File: config.mk
export PLATFORM = sky130hd
export DESIGN_NAME = bosc_regs
export DESIGN_NICKNAME = d
export VERILOG_FILES = /design/src/hw/bosc_pkg.sv /design/src/hw/bosc_regs.sv /design/src/hw/bosc_vcode_decode.sv
export VERILOG_INCLUDE_DIRS = /design/src /design/src/hw
export SDC_FILE = /design/constraint.sdc
export NUM_CORES = 1
export LEC_CHECK = 0
export BUFFER_PORTS_ARGS = -buffer_cell sky130_fd_sc_hd__buf_4
export CORE_ASPECT_RATIO = 0.8
export CORE_MARGIN = 2
export CORE_UTILIZATION = 35
export DETAILED_ROUTE_END_ITERATION = 6
export SLEW_MARGIN = 15
export SYNTH_ARGS = -nofsm -noshare
export SYNTH_HDL_FRONTEND = slang
export SYNTH_SLANG_ARGS = --single-unit
File: constraint.sdc
create_clock -name clk_sys_in -period 2.92 [get_ports clk_sys_in]
set_clock_uncertainty 0.2 [all_clocks]
set_input_delay 0.438 -clock clk_sys_in [delete_from_list [all_inputs] [get_ports clk_sys_in]]
set_output_delay 0.438 -clock clk_sys_in [all_outputs]
set_load 0.005 [all_outputs]
File: src/hw/bosc_params.svh
`ifndef BOSC_PARAMS_SVH
`define BOSC_PARAMS_SVH

// register offsets
`define BOSC_ON_CFG_ADDR 16'h4058
`define BOSC_SLEEP_CFG_ADDR 16'h4059

// field positions, shared by both registers
`define BOSC_SLOT_MSB 15
`define BOSC_SLOT_LSB 13
`define BOSC_MODE_MSB 9
`define BOSC_MODE_LSB 8
`define BOSC_VCODE_MSB 6
`define BOSC_VCODE_LSB 0
`define BOSC_VCODE_HI_LSB 2

// reset values
`define BOSC_ON_SLOT_RST 3'h0
`define BOSC_ON_MODE_RST 2'h1
`define BOSC_ON_VCODE_RST 7'h00
`define BOSC_SLEEP_SLOT_RST 3'h0
`define BOSC_SLEEP_MODE_RST 2'h3
`define BOSC_SLEEP_VCODE_RST 7'h00
`define BOSC_RATE_RST 2'h0

// voltage code saturation points and limit
`define BOSC_VCODE_MIN_SAT 7'h08
`define BOSC_VCODE_MAX_SAT 7'h68
`define BOSC_VSTEP_MAX 7'h60
`define BOSC_VCODE_4MHZ_LIMIT 7'h48

// slot codes
`define BOSC_SLOT_NONE 3'h0
`define BOSC_SLOT_HW1 3'h6
`define BOSC_SLOT_HW2 3'h7
`define BOSC_SLOT_LAST 3'h5

// switching rate codes
`define BOSC_RATE_2MHZ 2'h1
`define BOSC_RATE_4MHZ 2'h2

`endif

File: src/hw/bosc_pkg.sv
`default_nettype none
package bosc_pkg;

    typedef enum logic [1:0] {
        BOSC_MODE_FORCED_CCM = 2'h0,
        BOSC_MODE_AUTO = 2'h1,
        BOSC_MODE_LINEAR = 2'h2,
        BOSC_MODE_HYSTERETIC = 2'h3
    } bosc_mode_e;

    typedef enum logic [2:0] {
        BOSC_ST_OFF = 3'h1,
        BOSC_ST_ON = 3'h2,
        BOSC_ST_SLEEP = 3'h4
    } bosc_state_e;

endpackage
`default_nettype wire

File: src/hw/bosc_regs.sv
// Operation
// - on slot: 000 off, 1-5 enable slot
// - on slot 110/111 follows hardware enable
// - on mode four encodings, resets to auto
// - seven-bit on code, 12.5mV steps, zero reset
// - codes saturate below 09h, above 67h
// - config load sets top five on bits
// - sleep 000/110/111: transition in slot 5/3/1
// - sleep 001-101 disable in slots 5-1
// - hardware-enabled: 001-101 pick sleep entry slot
// - sleep mode same encoding, resets to hysteretic
// - seven-bit sleep code, same encoding, zero reset
// - switching rate 10 means 4MHz, 01 2MHz
`timescale 1ns/100ps
`default_nettype none
`include "bosc_params.svh"

module bosc_regs #(
    parameter int ADDR_W = 16
) (
    input wire logic clk_sys_in,
    input wire logic rstn_in,
    input wire logic [ADDR_W-1:0] reg_addr_in,
    input wire logic [15:0] reg_wdata_in,
    input wire logic reg_wr_in,
    input wire logic reg_rd_in,
    output logic [15:0] reg_rdata_out,
    input wire logic hw_enable1_in,
    input wire logic hw_enable2_in,
    input wire logic seq_slot_strobe_in,
    input wire logic seq_powerup_in,
    input wire logic [2:0] seq_timeslot_in,
    input wire logic cfg_load_in,
    input wire logic [4:0] cfg_on_vcode_hi_in,
    input wire logic [1:0] cfg_switching_rate_in,
    output logic buck1_enable_out,
    output logic buck1_sleep_out,
    output logic [1:0] buck1_conduction_mode_out,
    output logic [6:0] buck1_voltage_step_out,
    output logic buck1_rate_4mhz_out,
    output logic buck1_rate_valid_out,
    output logic buck1_vcode_over_limit_out
);

    // both offsets need fifteen address bits; a narrower bus would alias them
    generate
        if (ADDR_W < 15)
        begin : g_addr_check
            $error("bosc_regs: ADDR_W too small for register offsets");
        end
    endgenerate

    // register fields
    logic [2:0] on_slot_reg, on_slot_next;
    logic [1:0] on_mode_reg, on_mode_next;
    logic [6:0] on_vcode_reg, on_vcode_next;
    logic [2:0] sleep_slot_reg, sleep_slot_next;
    logic [1:0] sleep_mode_reg, sleep_mode_next;
    logic [6:0] sleep_vcode_reg, sleep_vcode_next;
    logic [1:0] rate_reg, rate_next;
    logic [15:0] rdata_reg, rdata_next;

    logic sel_on, sel_sleep;

    assign sel_on = (reg_addr_in == ADDR_W'(`BOSC_ON_CFG_ADDR));
    assign sel_sleep = (reg_addr_in == ADDR_W'(`BOSC_SLEEP_CFG_ADDR));

    always_comb
    begin
        on_slot_next = on_slot_reg;
        on_mode_next = on_mode_reg;
        on_vcode_next = on_vcode_reg;
        sleep_slot_next = sleep_slot_reg;
        sleep_mode_next = sleep_mode_reg;
        sleep_vcode_next = sleep_vcode_reg;
        rate_next = rate_reg;
        rdata_next = 16'h0000;
        if (reg_wr_in && sel_on)
        begin
            // only defined fields take write data
            on_slot_next = reg_wdata_in[`BOSC_SLOT_MSB:`BOSC_SLOT_LSB];
            on_mode_next = reg_wdata_in[`BOSC_MODE_MSB:`BOSC_MODE_LSB];
            on_vcode_next = reg_wdata_in[`BOSC_VCODE_MSB:`BOSC_VCODE_LSB];
        end
        if (reg_wr_in && sel_sleep)
        begin
            sleep_slot_next = reg_wdata_in[`BOSC_SLOT_MSB:`BOSC_SLOT_LSB];
            sleep_mode_next = reg_wdata_in[`BOSC_MODE_MSB:`BOSC_MODE_LSB];
            sleep_vcode_next = reg_wdata_in[`BOSC_VCODE_MSB:`BOSC_VCODE_LSB];
        end
        if (cfg_load_in)
        begin
            // load wins over a same-cycle bus write of the upper bits
            on_vcode_next[`BOSC_VCODE_MSB:`BOSC_VCODE_HI_LSB] = cfg_on_vcode_hi_in;
            rate_next = cfg_switching_rate_in;
        end
        if (reg_rd_in && sel_on)
        begin
            rdata_next[`BOSC_SLOT_MSB:`BOSC_SLOT_LSB] = on_slot_reg;
            rdata_next[`BOSC_MODE_MSB:`BOSC_MODE_LSB] = on_mode_reg;
            rdata_next[`BOSC_VCODE_MSB:`BOSC_VCODE_LSB] = on_vcode_reg;
        end
        else if (reg_rd_in && sel_sleep)
        begin
            rdata_next[`BOSC_SLOT_MSB:`BOSC_SLOT_LSB] = sleep_slot_reg;
            rdata_next[`BOSC_MODE_MSB:`BOSC_MODE_LSB] = sleep_mode_reg;
            rdata_next[`BOSC_VCODE_MSB:`BOSC_VCODE_LSB] = sleep_vcode_reg;
        end
    end

    always_ff @(posedge clk_sys_in or negedge rstn_in)
    begin
        if (!rstn_in)
        begin
            on_slot_reg <= `BOSC_ON_SLOT_RST;
            on_mode_reg <= `BOSC_ON_MODE_RST;
            on_vcode_reg <= `BOSC_ON_VCODE_RST;
            sleep_slot_reg <= `BOSC_SLEEP_SLOT_RST;
            sleep_mode_reg <= `BOSC_SLEEP_MODE_RST;
            sleep_vcode_reg <= `BOSC_SLEEP_VCODE_RST;
            rate_reg <= `BOSC_RATE_RST;
            rdata_reg <= 16'h0000;
        end
        else
        begin
            on_slot_reg <= on_slot_next;
            on_mode_reg <= on_mode_next;
            on_vcode_reg <= on_vcode_next;
            sleep_slot_reg <= sleep_slot_next;
            sleep_mode_reg <= sleep_mode_next;
            sleep_vcode_reg <= sleep_vcode_next;
            rate_reg <= rate_next;
            rdata_reg <= rdata_next;
        end
    end

    assign reg_rdata_out = rdata_reg;

    // hardware enable pins come from outside; two flops before use
    logic [1:0] hw_meta_reg, hw_meta_next;
    logic [1:0] hw_sync_reg, hw_sync_next;

    always_comb
    begin
        hw_meta_next = {hw_enable2_in, hw_enable1_in};
        hw_sync_next = hw_meta_reg;
    end

    always_ff @(posedge clk_sys_in or negedge rstn_in)
    begin
        if (!rstn_in)
        begin
            hw_meta_reg <= 2'h0;
            hw_sync_reg <= 2'h0;
        end
        else
        begin
            hw_meta_reg <= hw_meta_next;
            hw_sync_reg <= hw_sync_next;
        end
    end

    // converter state
    bosc_pkg::bosc_state_e state_reg, state_next;
    logic hw_ctrl, hw_level, slot_hit_on, slot_hit_sleep, sleep_disables;
    logic [2:0] sleep_target_slot;

    assign hw_ctrl = (on_slot_reg == `BOSC_SLOT_HW1) || (on_slot_reg == `BOSC_SLOT_HW2);
    assign hw_level = (on_slot_reg == `BOSC_SLOT_HW1) ? hw_sync_reg[0] : hw_sync_reg[1];

    always_comb
    begin
        // slot in which the sleep code acts
        case (sleep_slot_reg)
            3'h0: sleep_target_slot = 3'h5;
            3'h1: sleep_target_slot = 3'h5;
            3'h2: sleep_target_slot = 3'h4;
            3'h3: sleep_target_slot = 3'h3;
            3'h4: sleep_target_slot = 3'h2;
            3'h5: sleep_target_slot = 3'h1;
            3'h6: sleep_target_slot = 3'h3;
            3'h7: sleep_target_slot = 3'h1;
            default: sleep_target_slot = 3'h5;
        endcase
    end

    // hardware-controlled converters never disable by slot; they sleep instead
    assign sleep_disables = (sleep_slot_reg != `BOSC_SLOT_NONE)
        && (sleep_slot_reg <= `BOSC_SLOT_LAST) && !hw_ctrl;
    assign slot_hit_on = seq_slot_strobe_in && seq_powerup_in
        && (on_slot_reg != `BOSC_SLOT_NONE) && (on_slot_reg == seq_timeslot_in);
    assign slot_hit_sleep = seq_slot_strobe_in && !seq_powerup_in
        && (seq_timeslot_in == sleep_target_slot);

    always_comb
    begin
        state_next = state_reg;
        case (state_reg)
            bosc_pkg::BOSC_ST_OFF:
            begin
                if (hw_ctrl)
                begin
                    if (hw_level)
                    begin
                        state_next = bosc_pkg::BOSC_ST_ON;
                    end
                end
                else if (slot_hit_on)
                begin
                    state_next = bosc_pkg::BOSC_ST_ON;
                end
            end
            bosc_pkg::BOSC_ST_ON:
            begin
                if (hw_ctrl && !hw_level)
                begin
                    state_next = bosc_pkg::BOSC_ST_OFF;
                end
                else if (!hw_ctrl && on_slot_reg == `BOSC_SLOT_NONE)
                begin
                    state_next = bosc_pkg::BOSC_ST_OFF;
                end
                else if (slot_hit_sleep && sleep_disables)
                begin
                    state_next = bosc_pkg::BOSC_ST_OFF;
                end
                else if (slot_hit_sleep)
                begin
                    state_next = bosc_pkg::BOSC_ST_SLEEP;
                end
            end
            bosc_pkg::BOSC_ST_SLEEP:
            begin
                if (hw_ctrl && !hw_level)
                begin
                    state_next = bosc_pkg::BOSC_ST_OFF;
                end
                else if (!hw_ctrl && on_slot_reg == `BOSC_SLOT_NONE)
                begin
                    state_next = bosc_pkg::BOSC_ST_OFF;
                end
                else if (seq_slot_strobe_in && seq_powerup_in)
                begin
                    // any power-up slot returns to on settings
                    state_next = bosc_pkg::BOSC_ST_ON;
                end
            end
            default:
            begin
                state_next = bosc_pkg::BOSC_ST_OFF;
            end
        endcase
    end

    // outputs
    // mode and step follow the next state, so they move in the same cycle as enable
    // trade-off: one mux level more in front of the output flops
    logic [1:0] mode_next, mode_reg;
    logic [6:0] vcode_sel, step_sel, step_reg;
    logic over_sel, over_reg;

    assign vcode_sel = (state_next == bosc_pkg::BOSC_ST_SLEEP) ? sleep_vcode_reg : on_vcode_reg;
    assign mode_next = (state_next == bosc_pkg::BOSC_ST_SLEEP) ? sleep_mode_reg : on_mode_reg;

    bosc_vcode_decode u_decode (
        .code_in(vcode_sel),
        .step_out(step_sel),
        .over_4mhz_limit_out(over_sel)
    );

    always_ff @(posedge clk_sys_in or negedge rstn_in)
    begin
        if (!rstn_in)
        begin
            state_reg <= bosc_pkg::BOSC_ST_OFF;
            mode_reg <= `BOSC_ON_MODE_RST;
            step_reg <= 7'h00;
            over_reg <= 1'b0;
        end
        else
        begin
            state_reg <= state_next;
            mode_reg <= mode_next;
            step_reg <= step_sel;
            over_reg <= over_sel && (rate_next == `BOSC_RATE_4MHZ);
        end
    end

    assign buck1_enable_out = (state_reg != bosc_pkg::BOSC_ST_OFF);
    assign buck1_sleep_out = (state_reg == bosc_pkg::BOSC_ST_SLEEP);
    assign buck1_conduction_mode_out = mode_reg;
    assign buck1_voltage_step_out = step_reg;
    assign buck1_rate_4mhz_out = (rate_reg == `BOSC_RATE_4MHZ);
    assign buck1_rate_valid_out = (rate_reg == `BOSC_RATE_4MHZ)
        || (rate_reg == `BOSC_RATE_2MHZ);
    assign buck1_vcode_over_limit_out = over_reg;

endmodule
`default_nettype wire

File: src/hw/bosc_vcode_decode.sv
`timescale 1ns/100ps
`default_nettype none
`include "bosc_params.svh"

module bosc_vcode_decode (
    input wire logic [6:0] code_in,
    output logic [6:0] step_out,
    output logic over_4mhz_limit_out
);

    always_comb
    begin
        // both ends saturate
        if (code_in <= `BOSC_VCODE_MIN_SAT)
        begin
            step_out = 7'h00;
        end
        else if (code_in >= `BOSC_VCODE_MAX_SAT)
        begin
            step_out = `BOSC_VSTEP_MAX;
        end
        else
        begin
            step_out = code_in - `BOSC_VCODE_MIN_SAT;
        end
    end

    // software owns the limit; flagged only
    assign over_4mhz_limit_out = (code_in > `BOSC_VCODE_4MHZ_LIMIT);

endmodule
`default_nettype wire

# ---- Yosys cells after proc, flatten, opt, wreduce, memory -nomap -nowiden
# Memories as Yosys holds them, arrays and structs flattened.
# Cells that the tools add are included.
dict set report word_totals {
  mem_bits_ro 24
  n_memories 1
  input_bits 51
  ff_bits 55
}
# name words word_bits read_ports rd_ports_with_merged_regs write_ports line
set mem_list {}
lappend mem_list {{(no name shown)} 8 3 1 0 0 bosc_regs.sv:174} ;# case (sleep_slot_reg)
dict set report classes {
  n_mux 25
  eq_ne 14
  magnitude_cmp 4
  reduce_logical 24
  n_addsub 1
}
# op count
set op_table {}
lappend op_table {{$mux 7} 6}
lappend op_table {{$mux 3} 12}
lappend op_table {{$eq 16x15->1 const B} 2}
lappend op_table {{$logic_and 1x1->1} 15}
lappend op_table {{$eq 3x3->1 const B} 4}
lappend op_table {{$pmux 3 s3} 1}
lappend op_table {{$mux 2} 4}
lappend op_table {{$ge 7x7->1 const B} 1}
lappend op_table {{$gt 7x7->1 const B} 1}
lappend op_table {{$le 7x4->1 const B} 1}
lappend op_table {{$sub 7x4->7 const B} 1}
lappend op_table {{$eq 3x3->1} 2}
lappend op_table {{$reduce_bool 3->1} 2}
lappend op_table {{$mux 5} 1}
lappend op_table {{$eq 2x2->1 const B} 2}
lappend op_table {{$eq 3x1->1 const B} 1}
lappend op_table {{$eq 3x2->1 const B} 1}
lappend op_table {{$le 3x3->1 const B} 1}
lappend op_table {{$logic_not 1->1} 3}
lappend op_table {{$logic_not 3->1} 1}
lappend op_table {{$ne 3x1->1 const B} 1}
lappend op_table {{$eq 2x1->1 const B} 1}
lappend op_table {{$logic_or 1x1->1} 2}
lappend op_table {{$reduce_bool 2->1} 1}
lappend op_table {{$mux 1} 1}

# ---- Logic depth before layout (Yosys ltp)
# Gate-level depths: netlist (run 1).
dict set report logic_depth {
  depth_word 14
  mapped_depth 14
  mapped_depth_nobuf 12
}

# ---- Modules after synthesis
# From an unflattened synthesis (run 1), not the netlist that was laid out.
dict set report unflattened {
  hier_cells 252
  hier_area_um2 2897.8
}
# mod area_per_inst_um2 cells_each n_inst seq_area_each_um2
set by_module_without_submodules {}
lappend by_module_without_submodules {bosc_regs 2685.1 223 1 1382.6}
lappend by_module_without_submodules {bosc_vcode_decode 212.7 29 1 0.0}

# ---- Worst setup path after synthesis (run 1)
# No wires, ideal clock.
dict set report synth_timing {
  path_type {register to register}
  start {register sleep_slot_reg[1]}
  end {register step_reg[4] (netlist: buck1_voltage_step_out[4])}
  synth_period_minus_slack_ps 3023
  path_buffers 3
  stages_incl_launch_ff 14
  path_slack_ps -103
  arrival_time_ps 2728
  cell_sequence {dfrtp_1 > buf_4 > a21oi_1 > xnor2_1 > nand3b_1 > o31ai_2 > buf_6 > buf_2 > mux2i_1 > ha_1 > a21o_1 > a221o_1 > o2111a_2 > nor4b_2}
}
dict set report synth_via {
  elab_chain_len 13
  elab_cells_between_ends 20
  classes_between {add/sub (1); order compare (3); eq/ne (2); mux (8); reduce/logical (5); memory (1)}
}
# item line
set synth_lines {}
lappend synth_lines {{from (decl)} bosc_regs.sv:57} ;# logic [2:0] sleep_slot_reg, sleep_slot_next;
lappend synth_lines {{from (signal assigned)} bosc_regs.sv:118} ;# sleep_slot_reg <= `BOSC_SLEEP_SLOT_RST;
lappend synth_lines {{from (signal assigned)} bosc_regs.sv:129} ;# sleep_slot_reg <= sleep_slot_next;
lappend synth_lines {{$mem_v2 8x3, or another cell as far along} n/a}
lappend synth_lines {{$eq 3x3->1 / $logic_and 1x1->1 (equally long branches)} {bosc_regs.sv:193, bosc_regs.sv:188}}
lappend synth_lines {{$logic_and 1x1->1 (on tied branches)} {bosc_regs.sv:193, bosc_regs.sv:188}}
lappend synth_lines {{$mux 3 / $logic_and 1x1->1 (equally long branches)} {bosc_regs.sv:227, bosc_regs.sv:223}}
lappend synth_lines {{$mux 3 *} bosc_regs.sv:223} ;# else if (slot_hit_sleep && sleep_disables)
lappend synth_lines {{$mux 3 *} bosc_regs.sv:219} ;# else if (!hw_ctrl && on_slot_reg == `BOSC_SLOT_NONE)
lappend synth_lines {{$mux 3 *} bosc_regs.sv:215} ;# if (hw_ctrl && !hw_level)
lappend synth_lines {{$pmux 3 s3 *} bosc_regs.sv:198} ;# case (state_reg)
lappend synth_lines {{named net state_next[2]} bosc_regs.sv:164} ;# bosc_pkg::bosc_state_e state_reg, state_next;
lappend synth_lines {{$eq 3x3->1 *} bosc_regs.sv:262} ;# assign vcode_sel = (state_next == bosc_pkg::BOSC_ST_SLEEP) ? sleep_vcode_reg : on_vcode_reg;
lappend synth_lines {{$mux 7 *} bosc_regs.sv:262}
lappend synth_lines {{$sub 7x4->7 (no line) / $ge 7x7->1 (equally long branches)} n/a}
lappend synth_lines {{$mux 7} bosc_vcode_decode.sv:18} ;# else if (code_in >= `BOSC_VCODE_MAX_SAT)
lappend synth_lines {{$mux 7 *} bosc_vcode_decode.sv:14} ;# if (code_in <= `BOSC_VCODE_MIN_SAT)
lappend synth_lines {{named net step_sel[4]} bosc_regs.sv:259} ;# logic [6:0] vcode_sel, step_sel, step_reg;
lappend synth_lines {{to (signal assigned)} bosc_regs.sv:284} ;# step_reg <= step_sel;
lappend synth_lines {{to (decl)} bosc_regs.sv:259}
# The timed path passes the listed nets; every way through them passes the cells marked *.
# A chain may end at the register's enable or synchronous reset.

# ---- Final worst setup path (run 1)
dict set report layout_timing {
  start {register on_slot_reg[0]}
  end {register step_reg[4] (netlist: buck1_voltage_step_out[4])}
}
dict set report layout_via {
  elab_chain_len 14
  elab_cells_between_ends 31
  classes_between {add/sub (1); order compare (2); eq/ne (4); mux (13); reduce/logical (11)}
}
# item line
set layout_lines {}
lappend layout_lines {{from (decl)} bosc_regs.sv:54} ;# logic [2:0] on_slot_reg, on_slot_next;
lappend layout_lines {{from (signal assigned)} bosc_regs.sv:115} ;# on_slot_reg <= `BOSC_ON_SLOT_RST;
lappend layout_lines {{from (signal assigned)} bosc_regs.sv:126} ;# on_slot_reg <= on_slot_next;
lappend layout_lines {{$eq 3x3->1 (no line)} n/a}
lappend layout_lines {{$logic_or 1x1->1} bosc_regs.sv:168} ;# assign hw_ctrl = (on_slot_reg == `BOSC_SLOT_HW1) || (on_slot_reg == `BOSC_SLOT_HW2);
lappend layout_lines {{$logic_not 1->1} {bosc_regs.sv:189, bosc_regs.sv:219, bosc_regs.sv:238}}
lappend layout_lines {{$logic_and 1x1->1} bosc_regs.sv:188} ;# assign sleep_disables = (sleep_slot_reg != `BOSC_SLOT_NONE)
lappend layout_lines {{$logic_and 1x1->1} bosc_regs.sv:223}
lappend layout_lines {{$mux 3} bosc_regs.sv:223}
lappend layout_lines {{$mux 3} bosc_regs.sv:219}
lappend layout_lines {{$mux 3} bosc_regs.sv:215}
lappend layout_lines {{$pmux 3 s3 *} bosc_regs.sv:198}
lappend layout_lines {{$eq 3x3->1 *} bosc_regs.sv:262}
lappend layout_lines {{$mux 7 *} bosc_regs.sv:262}
lappend layout_lines {{$sub 7x4->7 (no line) / $ge 7x7->1 (equally long branches)} n/a}
lappend layout_lines {{$mux 7} bosc_vcode_decode.sv:18}
lappend layout_lines {{$mux 7 *} bosc_vcode_decode.sv:14}
lappend layout_lines {{named net step_sel[4]} bosc_regs.sv:259}
# Marked as above.

==> results of run 1 <==
synthesized netlist by cell type, types with 3 or more instances:
library cell	count	share of area
buf_4	5	0.014
o211ai_1	4	0.011
clkbuf_1	3	0.0041
mux2_2	22	0.091
dfrtp_1	50	0.46
dfstp_2	5	0.048
nor4_1	3	0.0069
nand3_1	7	0.013
o21ai_0	10	0.018
nor3_1	9	0.016
nor2_1	18	0.025
ha_1	3	0.014
mux2i_1	25	0.091
a21oi_1	5	0.0091
buf_2	4	0.0073
nor4b_1	4	0.013
nand2_1	14	0.019
xnor2_1	3	0.0096
nand2b_1	5	0.011
inv_1	7	0.0096
worst max path at each step:
stage / startpoint / end / cells after the start / slack (ns)
floorplan: sleep_slot_reg[2] / buck1_voltage_step_out[4] / 14 / 0.01
global placement: seq_timeslot_in[1] / buck1_voltage_step_out[4] / 13 / -0.009
detailed placement: seq_timeslot_in[1] / buck1_voltage_step_out[4] / 14 / -0.06
CTS: on_slot_reg[0] / buck1_voltage_step_out[4] / 13 / 0.002
global route: on_slot_reg[0] / buck1_voltage_step_out[4] / 13 / -0.19
finish: on_slot_reg[0] / buck1_voltage_step_out[4] / 13 / 0.01
logic make-up (layout without fill, tap and decap cells):
family / count (synthesis) / after routing / synth area share
fa+ha+maj: 3 / 3 / 0.01373
compound gates: 38 / 38 / 0.1011
buf+inv: 22 / 113 / 0.04163
simple gates: 73 / 73 / 0.1450
other cells: 1 / 4 / 0.001371
flops: 55 / 55 / 0.5055
xor+xnor: 3 / 3 / 0.009608
mux: 47 / 47 / 0.1821
through the flow:
stage	area [sq um]	power [W]	cells
global placement	3461	0.001003	424
global route	3649	0.001480	441
finish	3649	0.001404	441
CTS	3557	0.001415	433
detailed placement	3461	0.001008	424
floorplan	2755	0.0008913	245
layout by cell type, fill, tap and decap left out, types with 2 or more instances in the layout:
| cell | instances |
|---|---|
| mux2i_1 | 24 |
| nor3_1 | 7 |
| mux2_2 | 22 |
| inv_1 | 7 |
| dfrtp_1 | 46 |
| a21o_1 | 2 |
| o211ai_1 | 4 |
| nor3_2 | 2 |
| a221o_1 | 2 |
| dfrtp_2 | 4 |
| nor4_1 | 3 |
| a21oi_1 | 4 |
| o22ai_1 | 2 |
| a41oi_1 | 2 |
| buf_4 | 96 |
| nor3b_1 | 2 |
| ha_1 | 2 |
| nand3_1 | 7 |
| clkbuf_8 | 5 |
| nor2b_1 | 2 |
| nand2_1 | 13 |
| conb_1 | 4 |
| nand2b_1 | 5 |
| nand3b_1 | 2 |
| nor2_1 | 18 |
| dfstp_2 | 5 |
| o21ai_0 | 9 |
| nor4b_1 | 4 |
| xnor2_1 | 3 |
cell type report:
| cell class | instances | area (sq um) | share of cell area |
|---|---|---|---|
| Sequential cell | 55 | 1388 | 0.3803 |
| Multi-Input combinational cell | 168 | 1282 | 0.3515 |
| Timing Repair Buffer | 98 | 735.7 | 0.2016 |
| Tap cell | 105 | 131.4 | 0.03601 |
| Clock buffer | 6 | 72.57 | 0.01989 |
| Inverter | 7 | 26.28 | 0.007202 |
| Clock inverter | 2 | 12.51 | 0.003429 |
power groups by stage:
stage / Combinational, W / Clock, W / Sequential (W)
2_1_floorplan: 0.0000780 / 0 / 0.000813
3_5_place_dp: 0.000192 / 0 / 0.000816
5_1_grt: 0.000220 / 0.000454 / 0.000805
4_1_cts: 0.000194 / 0.000420 / 0.000801
6_report: 0.000199 / 0.000403 / 0.000802
3_3_place_gp: 0.000188 / 0 / 0.000815
metal layers:
metal	part of all wire	track usage
met4	0.0064	0.04306
met1	0.50	0.2259
met3	0.033	0.02946
met2	0.46	0.2294
met5	0	0
worst max-delay path: cells and delay by family (launching register included):
kind | cells | cell delay [ns]
muxes | 1 | 0.17
adders and majority gates | 1 | 0.18
buffers and inverters | 2 | 0.23
AOI/OAI and AO/OA | 6 | 1.14
and+or+nand+nor | 3 | 0.43
DFF | 1 | 0.45
timing repair:
item / in CTS / in global routing
hold endpoints to repair: 41 / 0
gates resized for setup: 2 / 13
pin swaps: 1 / 7
setup endpoints to repair: 5 / 7
buffers inserted: 0 / 8
hold buffers: 1 / 0
==> out/metrics.yaml, run 1 <==
synth:
  synth_edf_count: 0
  seq_area_frac_synth: 0.5055
  async_reset_ff_frac: 1.000
  synth_seq_cells: 55
  synth_area_sq_um: 2735
  synth.distinct_cells: 48
  yosys_warnings: 0
  synth_cells: 242
  synthFlopType: "dfrtp_1"
  syn_avg_cell_area_sq_um: 11.30
die:
  ioPinCount: 81
  placementRows: 28
  die_h_um: 83.07
  start_util: 0.3648
  die-area_sq_um: 8542
  dieWidth_um: 102.8
  core-area_sq_um: 7497
cts:
  cts_buffer_depth: 2
  tritoncts: "yes"
  clock_latency_ns: 0.30
  cts-root-buf: "clkbuf_8"
  cts_sinks: 55
  numCtsBuffers: 5
  htree_levels: 2
  clk_pin_slew_ns: 0.09
worst_setup_path:
  critPathKind: "reg -> reg"
  cp_cell_sequence: "mux2i_2, a31oi_2, nand3_1, o31ai_2, buf_4, nand2_2, o21ai_2, inv_1, ha_2, a21o_1, a221o_1, o2111a_2, nor4b_2"
  worstPathRequired_ns: 2.93
  cp_slowest_cell: "dfrtp_2"
  cp_max_fo: 5
  rr_endpoint: "buck1_voltage_step_out[4]"
  r2r-start: "on_slot_reg[0]"
  r2r_setup_slack_ns: 0.01
  crit_path_max_incr_delay_ns: 0.45
  worstPathArrival_ns: 2.92
  crit_path_start_kind: "register"
  worstRegToRegCells: 13
  worstSetupEndpointType: "register"
sta:
  tightest_slew_ns: 0.6619
  layout_min_cycle_time_ns: 2.909
  hold_slack_ns: 0.03593
  fmaxAchievable_mhz: 343.8
  max_slew_margin: 0.5587
  rsz0062_at_grt: "true"
  final_hold_viol_count: 0
  finalSetupViolations: 0
  setup_slack_ns: 0.01134
  period_share: 0.9961
  setup_tns_ns: 0
  slew_violations: 0
power_and_ir_drop:
  switching_share: 0.2432
  sequentialPowerShare: 0.571
  max-vdd-ir-drop_mv: 0.1661
  p_sw_w: 0.0003414
  p_int_w: 0.001063
  pwr_density_cell_nw_per_um2: 384.8
  combPwrFrac: 0.142
  pwr-share-clk: 0.287
  leakagePower_nw: 1.697
global_route:
  grt_pass1_wl_mm: 10.37
  grt_overflow: 0
  grt_pass1_vias: 2106
  grt_max_degree: 56
  grtUsageTotal: 0.1532
  antenna_found_initial: 0
min_path:
  min_path_cells: 1
  holdPathEnd: "hw_meta_reg[0]"
  min_path_type: "in -> reg"
  worstHoldStart: "hw_enable1_in"
cells_and_area:
  final_nets: 389
  num_antenna_cells: 0
  final_util: 0.4866
  final_layout_size_suffix_gt1_frac: 0.4435
  syn_to_final_growth_pct: 33.39
  largest_reg_flops: 12
  fillers: 717
outcome:
  status: "complete, no violations"
routing:
  route.detailed.drc: 0
  vias: 2126
  drt-wirelength-per-cell_um: 14.42
  drt_iter0_drc: 123
  drt-vias-per-instance: 4.821
  firstDrtPassIters: 5
  routed_wl_mm: 6.360
  drtAntennaViolNets: 0
place:
  dpl.hpwl_mm: 4.711
  dpl_worst_slack_ns: -0.06181
  place.gp.congestion: 0.8066
  io_buffers: 72
flow_run:
  max-cap-violations: 0
No activity file was read; power rests on OpenSTA's default activity.
==> run 2, diff against run 1 <==
--- a/config.mk
+++ b/config.mk
@@ -11,6 +11,7 @@
 export CORE_MARGIN = 2
 export CORE_UTILIZATION = 35
 export DETAILED_ROUTE_END_ITERATION = 6
+export GPL_TIMING_DRIVEN = 0
 export SLEW_MARGIN = 15
 export SYNTH_ARGS = -nofsm -noshare
 export SYNTH_HDL_FRONTEND = slang
==> run 2 against run 1 <==
  * The run now ends with setup timing left
  * First-iteration DRC count down 64%
  * Combinational power is 4% higher
  * Power grew 1.4%
  * Utilization is 2.4 points higher
  * Cell count is 2.3% higher
  * Fmax is 2.7% lower
  * Hold slack worse by 0.0074 ns
  * Die area stayed put
  * Register-to-register slack worse by 0.08 ns
  * Final area is 5.0% higher
  * Critical path type unchanged
  * Highest routed layer unchanged
==> out/metrics.yaml, run 2 (synthesis results as in run 1) <==
sta:
  period_share: 1.024
  setup_slack_ns: -0.06917
  slew_violations: 0
  final_hold_viol_count: 0
  rsz0062_at_grt: "true"
  finalSetupViolations: 4
  layout_min_cycle_time_ns: 2.989
  fmaxAchievable_mhz: 334.5
  tightest_slew_ns: 0.8076
  hold_slack_ns: 0.02856
  max_slew_margin: 0.4616
cells_and_area:
  largest_reg_flops: 12
  final_nets: 399
  layout_common_cells: "96 x buf_4, 46 x dfrtp_1, 23 x mux2i_1, 22 x mux2_2, 18 x nor2_1"
  final_layout_size_suffix_gt1_frac: 0.4711
  syn_to_final_growth_pct: 40.03
  fin_area_sq_um: 3830
  final_common_cell: "buf_4"
  layout.cells.non_filler: 451
  num_antenna_cells: 0
place:
  dp.cells: 421
  dpl.hpwl_mm: 4.538
  place.gp.congestion: 0.8032
  io_buffers: 71
  place_area_sq_um: 3420
routing:
  drt-wirelength-per-cell_um: 14.36
  drtAntennaViolNets: 0
  routed_wl_mm: 6.475
  route.detailed.drc: 0
  drt_iter0_drc: 44
  drt-vias-per-instance: 4.783
  firstDrtPassIters: 4
  vias: 2157
outcome:
  violations: "setup timing"
  status: "finished, violations left"
global_route:
  antenna_found_initial: 0
  grtUsageTotal: 0.1570
  grt_overflow: 0
  grt_pass1_vias: 2071
  grt_max_degree: 56
  grt_pass1_wl_mm: 10.52
worst_setup_path:
  r2r_setup_slack_ns: -0.07
  crit_path_max_incr_delay_ns: 0.44
  cpMostUsedCell: "mux2i_4"
  critPathKind: "reg -> reg"
  worstPathArrival_ns: 3.01
  worstPathRequired_ns: 2.94
  crit_path_start_kind: "register"
  cp_slowest_cell: "dfrtp_2"
  cp_max_fo: 5
  worstSetupEndpointType: "register"
  cp_cell_sequence: "mux2i_4, a31oi_4, nand3_2, o31ai_4, buf_6, buf_12, mux2i_4, ha_4, a21o_1, a221o_1, o2111a_2, nor4b_2"
cts:
  clk_pin_slew_ns: 0.09
  numCtsBuffers: 5
  cts_buffer_depth: 2
  cts_sinks: 55
  htree_levels: 2
  tritoncts: "yes"
  cts-root-buf: "clkbuf_8"
  clock_latency_ns: 0.31
die:
  core-area_sq_um: 7497
  dieWidth_um: 102.8
  die_h_um: 83.07
  die-area_sq_um: 8542
  ioPinCount: 81
  start_util: 0.3648
  placementRows: 28
power_and_ir_drop:
  pwr_density_cell_nw_per_um2: 371.9
  leakagePower_nw: 1.769
  max-vdd-ir-drop_mv: 0.2157
min_path:
  min_path_type: "in -> reg"
flow_run:
  max-cap-violations: 0
==> run 2: what timing repair did <==
| item | 4_1_cts | 5_1_grt |
|---|---|---|
| hold buffers | 1 | 0 |
| pin swaps | 10 | 10 |
| setup buffers | 18 | 4 |
| gates cloned | 1 | 0 |
| gates resized for setup | 24 | 12 |
| endpoints found under the setup margin | 7 | 7 |
| hold endpoints to repair | 50 | 0 |
==> run 2: layout make-up <==
| class | count | area, sq um |
|---|---|---|
| Clock buffer | 5 | 68.82 |
| Inverter | 7 | 26.28 |
| Fill cell | 702 | 3667 |
| Buffer | 14 | 107.6 |
| Tap cell | 105 | 131.4 |
| Sequential cell | 55 | 1388 |
| Clock inverter | 3 | 15.01 |
| Timing Repair Buffer | 94 | 711.9 |
| Multi-Input combinational cell | 168 | 1381 |
==> run 2: path summary, 6_finish.rpt <==
path / from / cells past startpoint / endpoint
setup / recovery: on_slot_reg[0] / 12 / buck1_voltage_step_out[4]
hold / removal: hw_enable1_in / 1 / hw_meta_reg[0]
setup reg to reg: on_slot_reg[0] / 12 / buck1_voltage_step_out[4]
hold reg to reg: hw_meta_reg[1] / 0 / hw_sync_reg[1]
max in group asynchronous: rstn_in / 2 / sleep_slot_reg[0]
min in group asynchronous: rstn_in / 2 / buck1_conduction_mode_out[1]
==> run 2: worst max-delay path: cells and delay by family (launching register included) <==
family                   cells  cell delay, ns
buffers and inverters        2            0.28
AND/OR/NAND/NOR              2            0.36
flip-flops                   1            0.44
AO/OA/AOI/OAI                5            1.15
adder cells (fa/ha/maj)      1            0.18
multiplexers                 2            0.28
==> run 2: routing by layer <==
metal | GRT usage | vias to the layer above | part of all wire
met1 | 0.2386 | 1023 | 0.49
met2 | 0.2264 | 50 | 0.45
met5 | 0 | - | 0
met4 | 0.04306 | 0 | 0.013
met3 | 0.03199 | 9 | 0.042
li1 | - | 1075 | -
==> run 2: where the power goes <==
part	switching (W)	total, W	internal [W]	leakage, nW
Combinational	0.0000913	0.000207	0.000116	1.01
Sequential	0.0000190	0.000804	0.000785	0.709
Clock	0.000248	0.000413	0.000165	0.0477
==> run 2: metrics by stage <==
step / util / TNS (ns) / worst slack (ns) / total power [W]
finish: 0.5108 / -0.1060 / -0.06917 / 0.001424
global route: 0.5108 / -0.7457 / -0.1759 / 0.001491
CTS: 0.5015 / -0.01731 / -0.01731 / 0.001432
detailed placement: 0.4561 / -1.796 / -0.3259 / 0.001004
global placement: 0.4561 / -1.782 / -0.3273 / 0.001001
floorplan: - / 0 / 0.01240 / 0.0008913
